File: src/common/frame_pkg.sv
// What this block does
// - crc register starts at all ones before first byte
// - each byte is xored into the low end of the crc register
// - each step shifts right by one, msb filled with zero
// - if the shifted-out bit is one, xor with 0xA001
// - eight shift steps per byte, then the next byte
// - final crc sent as two bytes right after the last byte
// - crc covers address through last data byte, not the check field
// - response repeats the received slave address unchanged
// - error reply is function code plus 0x80, error code, crc
// - unsupported function code answers error code 0x01
// - access past variable address 0xFFFF answers error code 0x02
// - read count of zero or above 125 answers code 0x03
// - state that forbids service answers error code 0x04
// - address not matching unit number is dropped without reply
// - parity, framing, overrun or crc error drops the frame
// - gap of 3.5 characters inside a frame drops it
// - frame longer than the receive buffer is dropped
// - frame shorter than four bytes is dropped
// - length outside the per-function range is dropped
// - address zero is executed but never answered
// - read is code 0x03 with start address then count, two bytes each
// - read counts up to 125 accepted, larger answer code 0x03
// - read reply holds address, 0x03, byte count, data, crc
// - frames are bounded by 3.5 character idle before and after
// - unit number is configurable from 0x01 to 0x63
package frame_pkg;
    localparam logic [15:0] CRC_PRESET = 16'hFFFF;
    localparam logic [15:0] CRC_POLY = 16'hA001;
    localparam int CRC_STEPS = 8;
    localparam logic [7:0] FC_READ = 8'h03;
    localparam logic [7:0] FC_ERR_FLAG = 8'h80;
    localparam logic [7:0] EC_FUNC = 8'h01;
    localparam logic [7:0] EC_ADDR = 8'h02;
    localparam logic [7:0] EC_DATA = 8'h03;
    localparam logic [7:0] EC_STATE = 8'h04;
    localparam logic [7:0] ADDR_BCAST = 8'h00;
    localparam logic [7:0] UNIT_MIN = 8'h01;
    localparam logic [7:0] UNIT_MAX = 8'h63;
    localparam logic [15:0] READ_MAX = 16'h007D;
    localparam logic [16:0] VAR_LIMIT = 17'h10000;
    localparam int MIN_FRAME = 4;
    localparam int READ_LEN = 8;
    localparam int RX_BUF = 256;
    // 3.5 characters of 11 bits at 9600 baud, in nanoseconds
    localparam int SILENCE_NS = 4010417;
    localparam int CLK_NS = 8;
    localparam int SILENCE_CYC = SILENCE_NS / CLK_NS;
    typedef enum logic [4:0] {
        ST_RX = 5'b00001,
        ST_CHECK = 5'b00010,
        ST_FETCH = 5'b00100,
        ST_SEND = 5'b01000,
        ST_CRC = 5'b10000
    } state_t;
endpackage

File: src/common/crc_if.sv
`timescale 1ns/1ps
// byte-wise crc engine port group
interface crc_if;
    logic clear;
    logic feed;
    logic [7:0] data;
    logic [15:0] crc;
    modport engine (input clear, input feed, input data, output crc);
    modport user (output clear, output feed, output data, input crc);
endinterface

File: src/hw/crc16_unit.sv
`timescale 1ns/1ps
module crc16_unit
    import frame_pkg::*;
(
    // clock and reset
    input wire logic clk,
    input wire logic srst,
    // byte port
    crc_if.engine cif
);
    logic [15:0] crc_q;
    logic [15:0] crc_d;

    // one whole byte per cycle: eight unrolled shift steps
    always_comb begin
        crc_d = crc_q ^ {8'h00, cif.data};
        for (int i = 0; i < CRC_STEPS; i++) begin
            if (crc_d[0]) begin
                crc_d = (crc_d >> 1) ^ CRC_POLY;
            end else begin
                crc_d = crc_d >> 1;
            end
        end
    end

    // =========================================
    // working register
    always_ff @(posedge clk) begin
        if (srst || cif.clear) begin
            crc_q <= CRC_PRESET;
        end else if (cif.feed) begin
            crc_q <= crc_d;
        end
    end

    assign cif.crc = crc_q;
endmodule

File: src/hw/rtu_frame_handler.sv
`timescale 1ns/1ps
module rtu_frame_handler
    import frame_pkg::*;
#(
    parameter int SILENCE = SILENCE_CYC,
    parameter int BUF_DEPTH = RX_BUF
)(
    // clock and reset
    input wire logic clk,
    input wire logic srst,
    // configuration
    input wire logic [7:0] unit_number,
    input wire logic service_blocked,
    // receive bytes from the uart
    input wire logic rx_valid,
    input wire logic [7:0] rx_data,
    input wire logic rx_error,
    // variable area read port
    output logic var_req,
    output logic [15:0] var_addr,
    input wire logic var_ack,
    input wire logic [15:0] var_data,
    // transmit bytes to the uart
    output logic tx_valid,
    output logic [7:0] tx_data,
    input wire logic tx_ready,
    // frame events
    output logic exec_read,
    output logic frame_dropped
);
    state_t state_q;
    logic [7:0] buf_q [BUF_DEPTH];
    logic [8:0] len_q;
    logic bad_q;
    logic [31:0] idle_q;
    logic [7:0] fc_q;
    logic [7:0] ec_q;
    logic err_q;
    logic [7:0] idx_q;
    logic [7:0] nbytes_q;
    logic [15:0] word_q;
    logic [15:0] next_addr_q;
    logic crc_hi_q;
    // two-entry transmit buffer
    logic [7:0] ob_data_q [2];
    logic [1:0] ob_cnt_q;
    logic ob_wr_q;
    logic ob_rd_q;
    logic push;
    logic [7:0] push_byte;
    logic ob_ready;
    crc_if rx_crc ();
    crc_if tx_crc ();

    crc16_unit u_rx_crc (
        .clk(clk),
        .srst(srst),
        .cif(rx_crc.engine)
    );
    crc16_unit u_tx_crc (
        .clk(clk),
        .srst(srst),
        .cif(tx_crc.engine)
    );

    // =========================================
    // receive side
    logic silent;
    assign silent = (idle_q >= 32'(SILENCE));

    // idle counter: restarts on each byte, saturates at silence
    always_ff @(posedge clk) begin
        if (srst) begin
            idle_q <= '0;
        end else if (rx_valid) begin
            idle_q <= '0;
        end else if (!silent) begin
            idle_q <= idle_q + 32'd1;
        end
    end

    // crc over everything received; with check bytes included a good
    // frame leaves zero in the register
    assign rx_crc.clear = (state_q == ST_RX) && silent && rx_valid ? 1'b0
                        : (state_q != ST_RX);
    assign rx_crc.feed = rx_valid && (state_q == ST_RX);
    assign rx_crc.data = rx_data;

    // byte capture; a byte after silence in ST_RX starts a new frame, but one in the first silent cycle joins the pending frame
    always_ff @(posedge clk) begin
        if (srst) begin
            len_q <= '0;
            bad_q <= 1'b0;
        end else if (state_q == ST_RX && rx_valid) begin
            if (len_q < 9'(BUF_DEPTH)) begin
                buf_q[len_q[7:0]] <= rx_data;
                len_q <= len_q + 9'd1;
            end else begin
                bad_q <= 1'b1;
            end
            if (rx_error) begin
                bad_q <= 1'b1;
            end
        end else if (state_q == ST_CHECK) begin
            len_q <= '0;
            bad_q <= 1'b0;
        end
    end

    // =========================================
    // frame checks and reply decision
    logic addr_ok;
    logic len_ok;
    logic [15:0] start_w;
    logic [15:0] count_w;
    assign addr_ok = (buf_q[0] == unit_number && unit_number >= UNIT_MIN
                      && unit_number <= UNIT_MAX)
                     || buf_q[0] == ADDR_BCAST;
    assign len_ok = len_q >= 9'(MIN_FRAME)
                    && len_q <= 9'(BUF_DEPTH);
    assign start_w = {buf_q[2], buf_q[3]};
    assign count_w = {buf_q[4], buf_q[5]};

    // state machine
    always_ff @(posedge clk) begin
        if (srst) begin
            state_q <= ST_RX;
            fc_q <= '0;
            ec_q <= '0;
            err_q <= 1'b0;
            exec_read <= 1'b0;
            frame_dropped <= 1'b0;
            idx_q <= '0;
            nbytes_q <= '0;
            next_addr_q <= '0;
            crc_hi_q <= 1'b0;
            var_req <= 1'b0;
            var_addr <= '0;
            word_q <= '0;
        end else begin
            exec_read <= 1'b0;
            frame_dropped <= 1'b0;
            case (state_q)
                ST_RX: begin
                    // checks wait for end-of-frame silence
                    if (silent && len_q != 9'd0) begin
                        state_q <= ST_CHECK;
                    end
                end
                ST_CHECK: begin
                    state_q <= ST_RX;
                    fc_q <= buf_q[1];
                    err_q <= 1'b1;
                    idx_q <= '0;
                    if (bad_q || !len_ok || !addr_ok ||
                        rx_crc.crc != 16'h0000) begin
                        frame_dropped <= 1'b1;
                    end else if (buf_q[1] != FC_READ) begin
                        ec_q <= EC_FUNC;
                        state_q <= (buf_q[0] == ADDR_BCAST) ? ST_RX : ST_SEND;
                    end else if (len_q != 9'(READ_LEN)) begin
                        frame_dropped <= 1'b1;
                    end else begin
                        if (service_blocked) begin
                            ec_q <= EC_STATE;
                        end else if (count_w == 16'h0000 ||
                                     count_w > READ_MAX) begin
                            ec_q <= EC_DATA;
                        end else if ({1'b0, start_w} + {1'b0, count_w}
                                     > VAR_LIMIT) begin
                            ec_q <= EC_ADDR;
                        end else begin
                            err_q <= 1'b0;
                            exec_read <= 1'b1;
                            nbytes_q <= 8'({count_w[6:0], 1'b0});
                            next_addr_q <= start_w;
                        end
                        // broadcast runs but never answers
                        state_q <= (buf_q[0] == ADDR_BCAST) ? ST_RX
                                 : ST_SEND;
                    end
                end
                ST_SEND: begin
                    if (push) begin
                        idx_q <= idx_q + 8'd1;
                        if (!err_q && idx_q >= 8'd3 && idx_q[0]) begin
                            word_q <= {word_q[7:0], 8'h00};
                        end
                        if ((err_q && idx_q == 8'd2) ||
                            (!err_q && idx_q == nbytes_q + 8'd2)) begin
                            state_q <= ST_CRC;
                            crc_hi_q <= 1'b0;
                        end else if (!err_q && idx_q >= 8'd2 &&
                                     !idx_q[0]) begin
                            state_q <= ST_FETCH;
                            var_req <= 1'b1;
                            var_addr <= next_addr_q;
                        end
                    end
                end
                ST_FETCH: begin
                    if (var_ack) begin
                        var_req <= 1'b0;
                        word_q <= var_data;
                        next_addr_q <= next_addr_q + 16'd1;
                        state_q <= ST_SEND;
                    end
                end
                ST_CRC: begin
                    if (push) begin
                        crc_hi_q <= 1'b1;
                        if (crc_hi_q) begin
                            state_q <= ST_RX;
                        end
                    end
                end
                default: state_q <= ST_RX;
            endcase
        end
    end

    // =========================================
    // reply byte selection
    always_comb begin
        push_byte = 8'h00;
        if (state_q == ST_CRC) begin
            push_byte = crc_hi_q ? tx_crc.crc[15:8]
                                 : tx_crc.crc[7:0];
        end else if (idx_q == 8'd0) begin
            push_byte = buf_q[0];
        end else if (idx_q == 8'd1) begin
            push_byte = err_q ? (fc_q | FC_ERR_FLAG) : fc_q;
        end else if (idx_q == 8'd2) begin
            push_byte = err_q ? ec_q : nbytes_q;
        end else begin
            push_byte = word_q[15:8];
        end
    end

    assign push = ob_ready && (state_q == ST_SEND || state_q == ST_CRC);
    // crc covers the header and data but not the check bytes
    assign tx_crc.clear = (state_q == ST_CHECK);
    assign tx_crc.feed = push && state_q == ST_SEND;
    assign tx_crc.data = push_byte;

    // =========================================
    // two-entry output buffer; a stalled uart back-pressures the
    // sequencer so no reply byte is lost
    assign ob_ready = (ob_cnt_q != 2'd2);

    always_ff @(posedge clk) begin
        if (srst) begin
            ob_cnt_q <= '0;
            ob_wr_q <= 1'b0;
            ob_rd_q <= 1'b0;
        end else begin
            if (push) begin
                ob_data_q[ob_wr_q] <= push_byte;
                ob_wr_q <= ~ob_wr_q;
            end
            if (tx_valid && tx_ready) begin
                ob_rd_q <= ~ob_rd_q;
            end
            ob_cnt_q <= ob_cnt_q + 2'(push) - 2'(tx_valid && tx_ready);
        end
    end

    // registered head of the buffer
    always_ff @(posedge clk) begin
        if (srst) begin
            tx_valid <= 1'b0;
            tx_data <= '0;
        end else begin
            if (tx_valid && tx_ready) begin
                tx_valid <= (ob_cnt_q == 2'd2) || push;
                tx_data <= (ob_cnt_q == 2'd2) ? ob_data_q[~ob_rd_q]
                                              : push_byte;
            end else if (!tx_valid && (ob_cnt_q != 2'd0 || push)) begin
                tx_valid <= 1'b1;
                tx_data <= (ob_cnt_q != 2'd0) ? ob_data_q[ob_rd_q]
                                              : push_byte;
            end
        end
    end
endmodule

File: config.mk
export PLATFORM = sky130hd
export DESIGN_NAME = rtu_frame_handler
export DESIGN_NICKNAME = d
export VERILOG_FILES = /design/src/common/frame_pkg.sv /design/src/common/crc_if.sv /design/src/hw/crc16_unit.sv /design/src/hw/rtu_frame_handler.sv
export SDC_FILE = /design/constraint.sdc
export NUM_CORES = 1
export LEC_CHECK = 0
export BUFFER_PORTS_ARGS = -buffer_cell sky130_fd_sc_hd__buf_2
export CAP_MARGIN = 20
export CORE_MARGIN = 10
export CORE_UTILIZATION = 55
export CTS_CLUSTER_DIAMETER = 200
export DETAILED_ROUTE_END_ITERATION = 12
export PLACE_DENSITY = 0.81
export SKIP_LAST_GASP = 1
export SYNTH_ARGS = -nofsm -noshare
export SYNTH_HDL_FRONTEND = slang
export SYNTH_HIERARCHICAL = 1
export SYNTH_SLANG_ARGS = --single-unit
File: constraint.sdc
create_clock -name clk -period 8.8 [get_ports clk]
set_input_delay 1.76 -clock clk [delete_from_list [all_inputs] [get_ports clk]]
set_output_delay 1.76 -clock clk [all_outputs]
set_load 0.01 [all_outputs]
Word level (Yosys, flattened, before mapping)
Memory sizes are Yosys's and may differ from the RTL's. A register that Yosys moved wholly into a read port is not among the register bits.
Index checks and enable logic that the tools add are counted.
- register bits: 176
- memory bits (writable): 2064
- input port bits: 39
- output and inout port bits: 28
- logic and storage cells: 260
- memories kept: 2
- memory list (memory ; words ; bits a word ; read ports ; clocked after memory_dff ; wr ports ; line ; RTL):
    buf_q ; 256 ; 8 ; 6 ; 0 ; 1 ; rtu_frame_handler.sv:32 ; logic [7:0] buf_q [BUF_DEPTH];
    ob_data_q ; 2 ; 8 ; 2 ; 1 ; 1 ; rtu_frame_handler.sv:45 ; logic [7:0] ob_data_q [2];
- add/sub/neg operators: 8
- $lt $le $gt $ge: 10
- eq/ne operators: 33
- mux-type cells: 96
- bitwise logic cells: 28
- reductions and logical operators: 60
- operators with widths (kind ; count):
    16-bit 2-to-1 mux ; 26
    8-bit 2-to-1 mux ; 17
    16-bit one-hot mux with 2 select lines ; 2
    2-bit NOT with 3-bit output ; 16
    5-bit 2-to-1 mux ; 7
    1-bit 2-to-1 mux ; 33
    32-bit by 1-bit adder with 32-bit output (second input constant) ; 1
    32-bit by 19-bit >= comparator with 1-bit output (second input constant) ; 1
    2-bit inequality test (second input constant) ; 16
    16-bit by 8-bit bitwise XOR with 16-bit output ; 2
    9-bit 2-to-1 mux ; 3
    5-bit one-hot mux with 5 select lines ; 1
    16-bit by 16-bit adder with 17-bit output ; 1
    17-bit greater-than comparator (second input constant) ; 1
    1-bit logical AND ; 17
    16-bit by 1-bit adder with 16-bit output (second input constant) ; 1
    8-bit equality test ; 2
    8-bit by 2-bit >= comparator with 1-bit output (second input constant) ; 2
    16-bit by 7-bit greater-than comparator with 1-bit output (second input constant) ; 1
    16-bit logical NOT ; 1
    8-bit logical NOT ; 2
    4-bit 2-to-1 mux ; 4
    8-bit one-hot mux with 2 select lines ; 1
    4-bit AND reduction ; 4
    38 further kinds ; 73

Depth between registers and ports, before layout
- depth in word-level cells: 22
- mapped depth: 15

Modules after synthesis
Netlist, hierarchy kept.
- modules (own cells, without submodules) (module ; instances ; cells an instance ; area an instance (um^2) ; seq. area each (um^2)):
    rtu_frame_handler ; 1 ; 1125 ; 10110.9 ; 4724.5
    crc16_unit ; 2 ; 91 ; 805.8 ; 320.3

Worst setup path before layout
Ideal clock, no wire load.
- path kind: input-to-reg
- from: in unit_number[2]
- to: reg next_addr_q[1]
- setup time: 103 ps
- data arrival time: 3827 ps
- data required time: 8697 ps
- setup slack: 4870 ps
- stages: 10
- cells stage by stage: or3_1 -> and3_1 -> o41ai_1 -> nand3_1 -> or3_4 -> nor2b_4 -> a21oi_4 -> o21ai_2 -> buf_6 -> a2111oi_2
- word-level cells in the longest chain between the ends: 9
- RTL lines (item ; line ; RTL):
    start: declaration ; rtu_frame_handler.sv:12 ; input wire logic [7:0] unit_number,
    8-bit by 1-bit >= comparator with 1-bit output or 8-bit equality test (tied branches) ; rtu_frame_handler.sv:116 ; assign addr_ok = (buf_q[0] == unit_number && unit_number >= UNIT_MIN
    1-bit logical AND ; rtu_frame_handler.sv:116 ;
    1-bit logical AND * ; rtu_frame_handler.sv:117 ; && unit_number <= UNIT_MAX)
    1-bit logical OR * ; rtu_frame_handler.sv:118 ; || buf_q[0] == ADDR_BCAST;
    1-bit logical NOT * ; rtu_frame_handler.sv:155 ; if (bad_q || !len_ok || !addr_ok ||
    1-bit logical OR * (2 in a row) ; rtu_frame_handler.sv:155 ;
    2-bit inequality test (no line) * ; -- ;
    8-bit AND reduction (no line) * ; -- ;
    end signal: assignment ; rtu_frame_handler.sv:176 ; next_addr_q <= start_w;
    end signal: assignment ; rtu_frame_handler.sv:205 ; next_addr_q <= next_addr_q + 16'd1;
    end: declaration ; rtu_frame_handler.sv:42 ; logic [15:0] next_addr_q;
Every way passes the cells marked *; elsewhere a longest branch is shown, timed or not.
A chain may end at the register's enable or synchronous reset.

Worst setup path in the final report
Ends and elaborated chain as after synthesis.

==> metrics.md <==
| Metric | Value |
|---|---|
| Maximum fanout along the worst path | `20` |
| Ratio of cells with drive above 1 in the final layout | `9.96%` |
| PD cells | `219 nW/um^2` |
| Launching point of the worst reg2reg path | `idx_q[4]` |
| Seq/Total Area, Yosys | `45.8%` |
| Die height | `166 um` |
| Die span in x | `166 um` |
| Vias in the first global route | `9,291` |
| Rel. slew slack | `30.2%` |
| Area of the multi-input gates | `5900 um^2` |
| Final Wtd Congestion | `0.902` |
| DRC Markers | `0` |
| Setup ws final | `4.82 ns` |
| Fmax | `251 MHz` |
| Hold Path End | `tx_data[5]` |
| Top_reg_cell synth | `dfxtp_1` |
| Netlist cell types | `79` |
| Flop-to-flop setup slack | `4.83 ns` |
| Drt pass-1 iters | `7` |
| Syn nets | `1,377` |
| Post-route antenna net violation count | `0` |
| Port bufs | `66` |
| Total negative slack | `0 ns` |
| Final setup viols | `0` |
| FF+latch area | `5370 um^2` |
| Overflow after GRT | `0` |
| CTS HTree Levels | `1` |
| Post-synth ARST share | `0%` |
| CTS sink count | `236` |
| Tcrit/Tclk final | `45.2%` |
| Worst path required time | `9.22 ns` |
| Startpoint Class | `primary input` |
| HP Class | `reg2reg` |
| Drt via density | `5.93` |
| Slew Viols, Final | `0` |
| CP Capture Type | `flop` |
| Core ar. | `21,000 um^2` |
| DP HPWL | `19,900 um` |
| CP Class | `in2reg` |
| Detailed Route Iter0 Violations | `878` |
| Tmin final | `3.98 ns` |
| RR Endpoint | `u_tx_crc/cif.crc[15]` |
| Max VDD drop | `0.218 mV` |
| Synth Cell Area | `11,700 um^2` |
| Cell leakage power | `4.71 nW` |
| Syn_area_per_cell | `8.97 um^2` |
| Num CTS Buffers | `25` |
| Setup bufs post-CTS | `0` |
| Hold Path Cell Cnt | `2` |
| Worst slew pin tran | `1.05 ns` |
| Clk root buf | `clkbuf_16` |
| Layout Utilization | `61.6%` |
| Hold_buf cts | `0` |
| R2r worst-path depth | `12` |
| First-pass GRT wire length | `46,700 um` |
| Latest clock arrival within the worst-skew pair | `0.52 ns` |
| Setup Skew | `0.0104 ns` |
| Post-synth EDFFs | `64` |
| Worst-path clk slew | `0.06 ns` |
| Pre-CTS setup slack | `4.20 ns` |
| Filler Cells Inserted | `1,707` |
| Initial Util | `55.8%` |
| Final wirelength | `28,100 um` |
| Synth Warn # | `6` |
| Avg WL per Cell | `17.3 um` |
| HP Start | `tx_data[5]` |
| Largest net degree at the start of global routing | `58` |
| Clock Path Buffers | `3` |
| Total number of vias | `9,661` |
| Crit path DAT | `4.40 ns` |
| Io pins | `67` |
| Status | `completed` |
| Antenna cells | `0` |
| Final hold vios | `0` |
| Initial antenna violation count | `0` |
| Die ar. | `27,600 um^2` |
| PostCTS Resize Cnt | `0` |
| Core Rows | `53` |
| Overall Power | `2.84 mW` |
| Max cap viols | `0` |
| RSZ-0062 raised after global routing | `false` |
| Synth Register Bits | `236` |
| Gr usage total | `19.6%` |
| Cells after Synth | `1,307` |
| Area growth syn-to-layout | `10.4%` |
| Nets | `1,407` |
| CTS tree | `yes` |
registers in the layout, summed over array words and instances, names as in the netlist, 2 cells and up, named ones only:
register          cells
buf_q                48
ec_q                  3
fc_q                  8
idle_q               32
idx_q                 8
len_q                 9
nbytes_q              7
next_addr_q          16
ob_cnt_q              2
ob_data_q            16
state_q               5
tx_data               8
u_rx_crc/cif.crc     16
u_tx_crc/cif.crc     16
var_addr             16
word_q               16
power by group:
group          total, mW  switching [mW]  internal [mW]
registers           1.26          0.0672           1.20
clock network       1.02           0.416          0.604
logic              0.556           0.339          0.217
total               2.84           0.822           2.02
cell usage in the layout (no fill, tap or decap), types with 34 or more instances in the layout:
cell type / count
nor2_1: 150
nand3_1: 38
xnor2_1: 55
buf_2: 67
edfxtp_1: 64
o21ai_0: 76
nand2_1: 155
nor3_1: 34
dfxtp_1: 172
inv_1: 35
mux2i_1: 43
a21oi_1: 81
synthesized netlist by cell type (all sizes together), types with 6 or more instances:
| cell type | n | area (um^2) |
|---|---|---|
| edfxtp | 64 | 1920 |
| or3 | 18 | 118 |
| and2 | 18 | 113 |
| o211ai | 11 | 82.6 |
| nand3b | 7 | 52.6 |
| clkbuf | 50 | 188 |
| nand3 | 39 | 195 |
| dfxtp | 172 | 3440 |
| inv | 35 | 131 |
| ha | 30 | 375 |
| o21ai | 79 | 399 |
| mux2i | 43 | 430 |
| nor2b | 15 | 101 |
| xnor2 | 55 | 482 |
| nor3 | 34 | 170 |
| xor2 | 18 | 158 |
| nand4 | 14 | 93.8 |
| o311ai | 8 | 70.1 |
| a311oi | 9 | 78.8 |
| a31oi | 9 | 56.3 |
| nor2 | 150 | 563 |
| o31ai | 6 | 45.0 |
| nor4 | 18 | 113 |
| a22oi | 8 | 60.1 |
| nand2b | 6 | 37.5 |
| buf | 23 | 141 |
| a21oi | 82 | 422 |
| and3 | 21 | 131 |
| or4 | 7 | 56.3 |
| nor3b | 8 | 60.1 |
| nand2 | 155 | 582 |
| a211oi | 13 | 97.6 |
logic make-up (layout without fill, tap and decap cells):
kind of cell,count (synthesis),in the layout,synth area share [%]
buf+inv,109,157,3.96
xor+xnor,75,75,5.88
compound gates,285,285,15.6
mux,47,47,4.06
fa+ha+maj,31,31,3.37
simple gates,524,524,21.3
flops,236,236,45.8
worst max path at each step:
stage | end | slack, ns | start | cells after the start
after floorplan | next_addr_q[1] | 4.87 | unit_number[2] | 10
after global routing | next_addr_q[13] | 4.37 | buf_q[5][1] | 11
after global placement | next_addr_q[1] | 4.21 | unit_number[2] | 10
after detailed placement | next_addr_q[1] | 4.20 | unit_number[2] | 10
final | next_addr_q[1] | 4.82 | unit_number[2] | 10
after CTS | next_addr_q[1] | 4.77 | unit_number[2] | 10
critical path, cell delays in order:
cell	delay, ns
buf_2	0.11
or3_1	0.38
and3_1	0.19
o41ai_1	0.45
nand3_1	0.18
or3_4	0.37
nor2b_4	0.16
a21oi_4	0.15
o21ai_2	0.24
a2111oi_2	0.42
per-layer routing:
metal	share of wire (%)	track usage [%]	vias up	routed length (um)
met2	47	32.6	283	13200
met3	6.0	2.89	54	1680
li1	-	-	4742	-
met4	2.3	5.78	0	656
met5	0	0	-	0
met1	45	25.7	4582	12600
final cells by class:
cell class | count | area share (%)
Sequential cell | 236 | 41.4
Timing Repair Buffer | 76 | 3.11
Clock inverter | 8 | 0.532
Inverter | 36 | 1.04
Tap cell | 275 | 2.66
Clock buffer | 37 | 5.65
Multi-Input combinational cell | 962 | 45.6
metrics by stage:
stage	std cells	cell area, um^2	hold slack [ns]
global placement	1580	12100	0.430
CTS	1625	12900	0.450
finish	1630	12900	0.444
floorplan	1307	11700	0.420
detailed placement	1580	12100	0.437
global route	1630	12900	0.472
(Power assumes the default switching activity.)
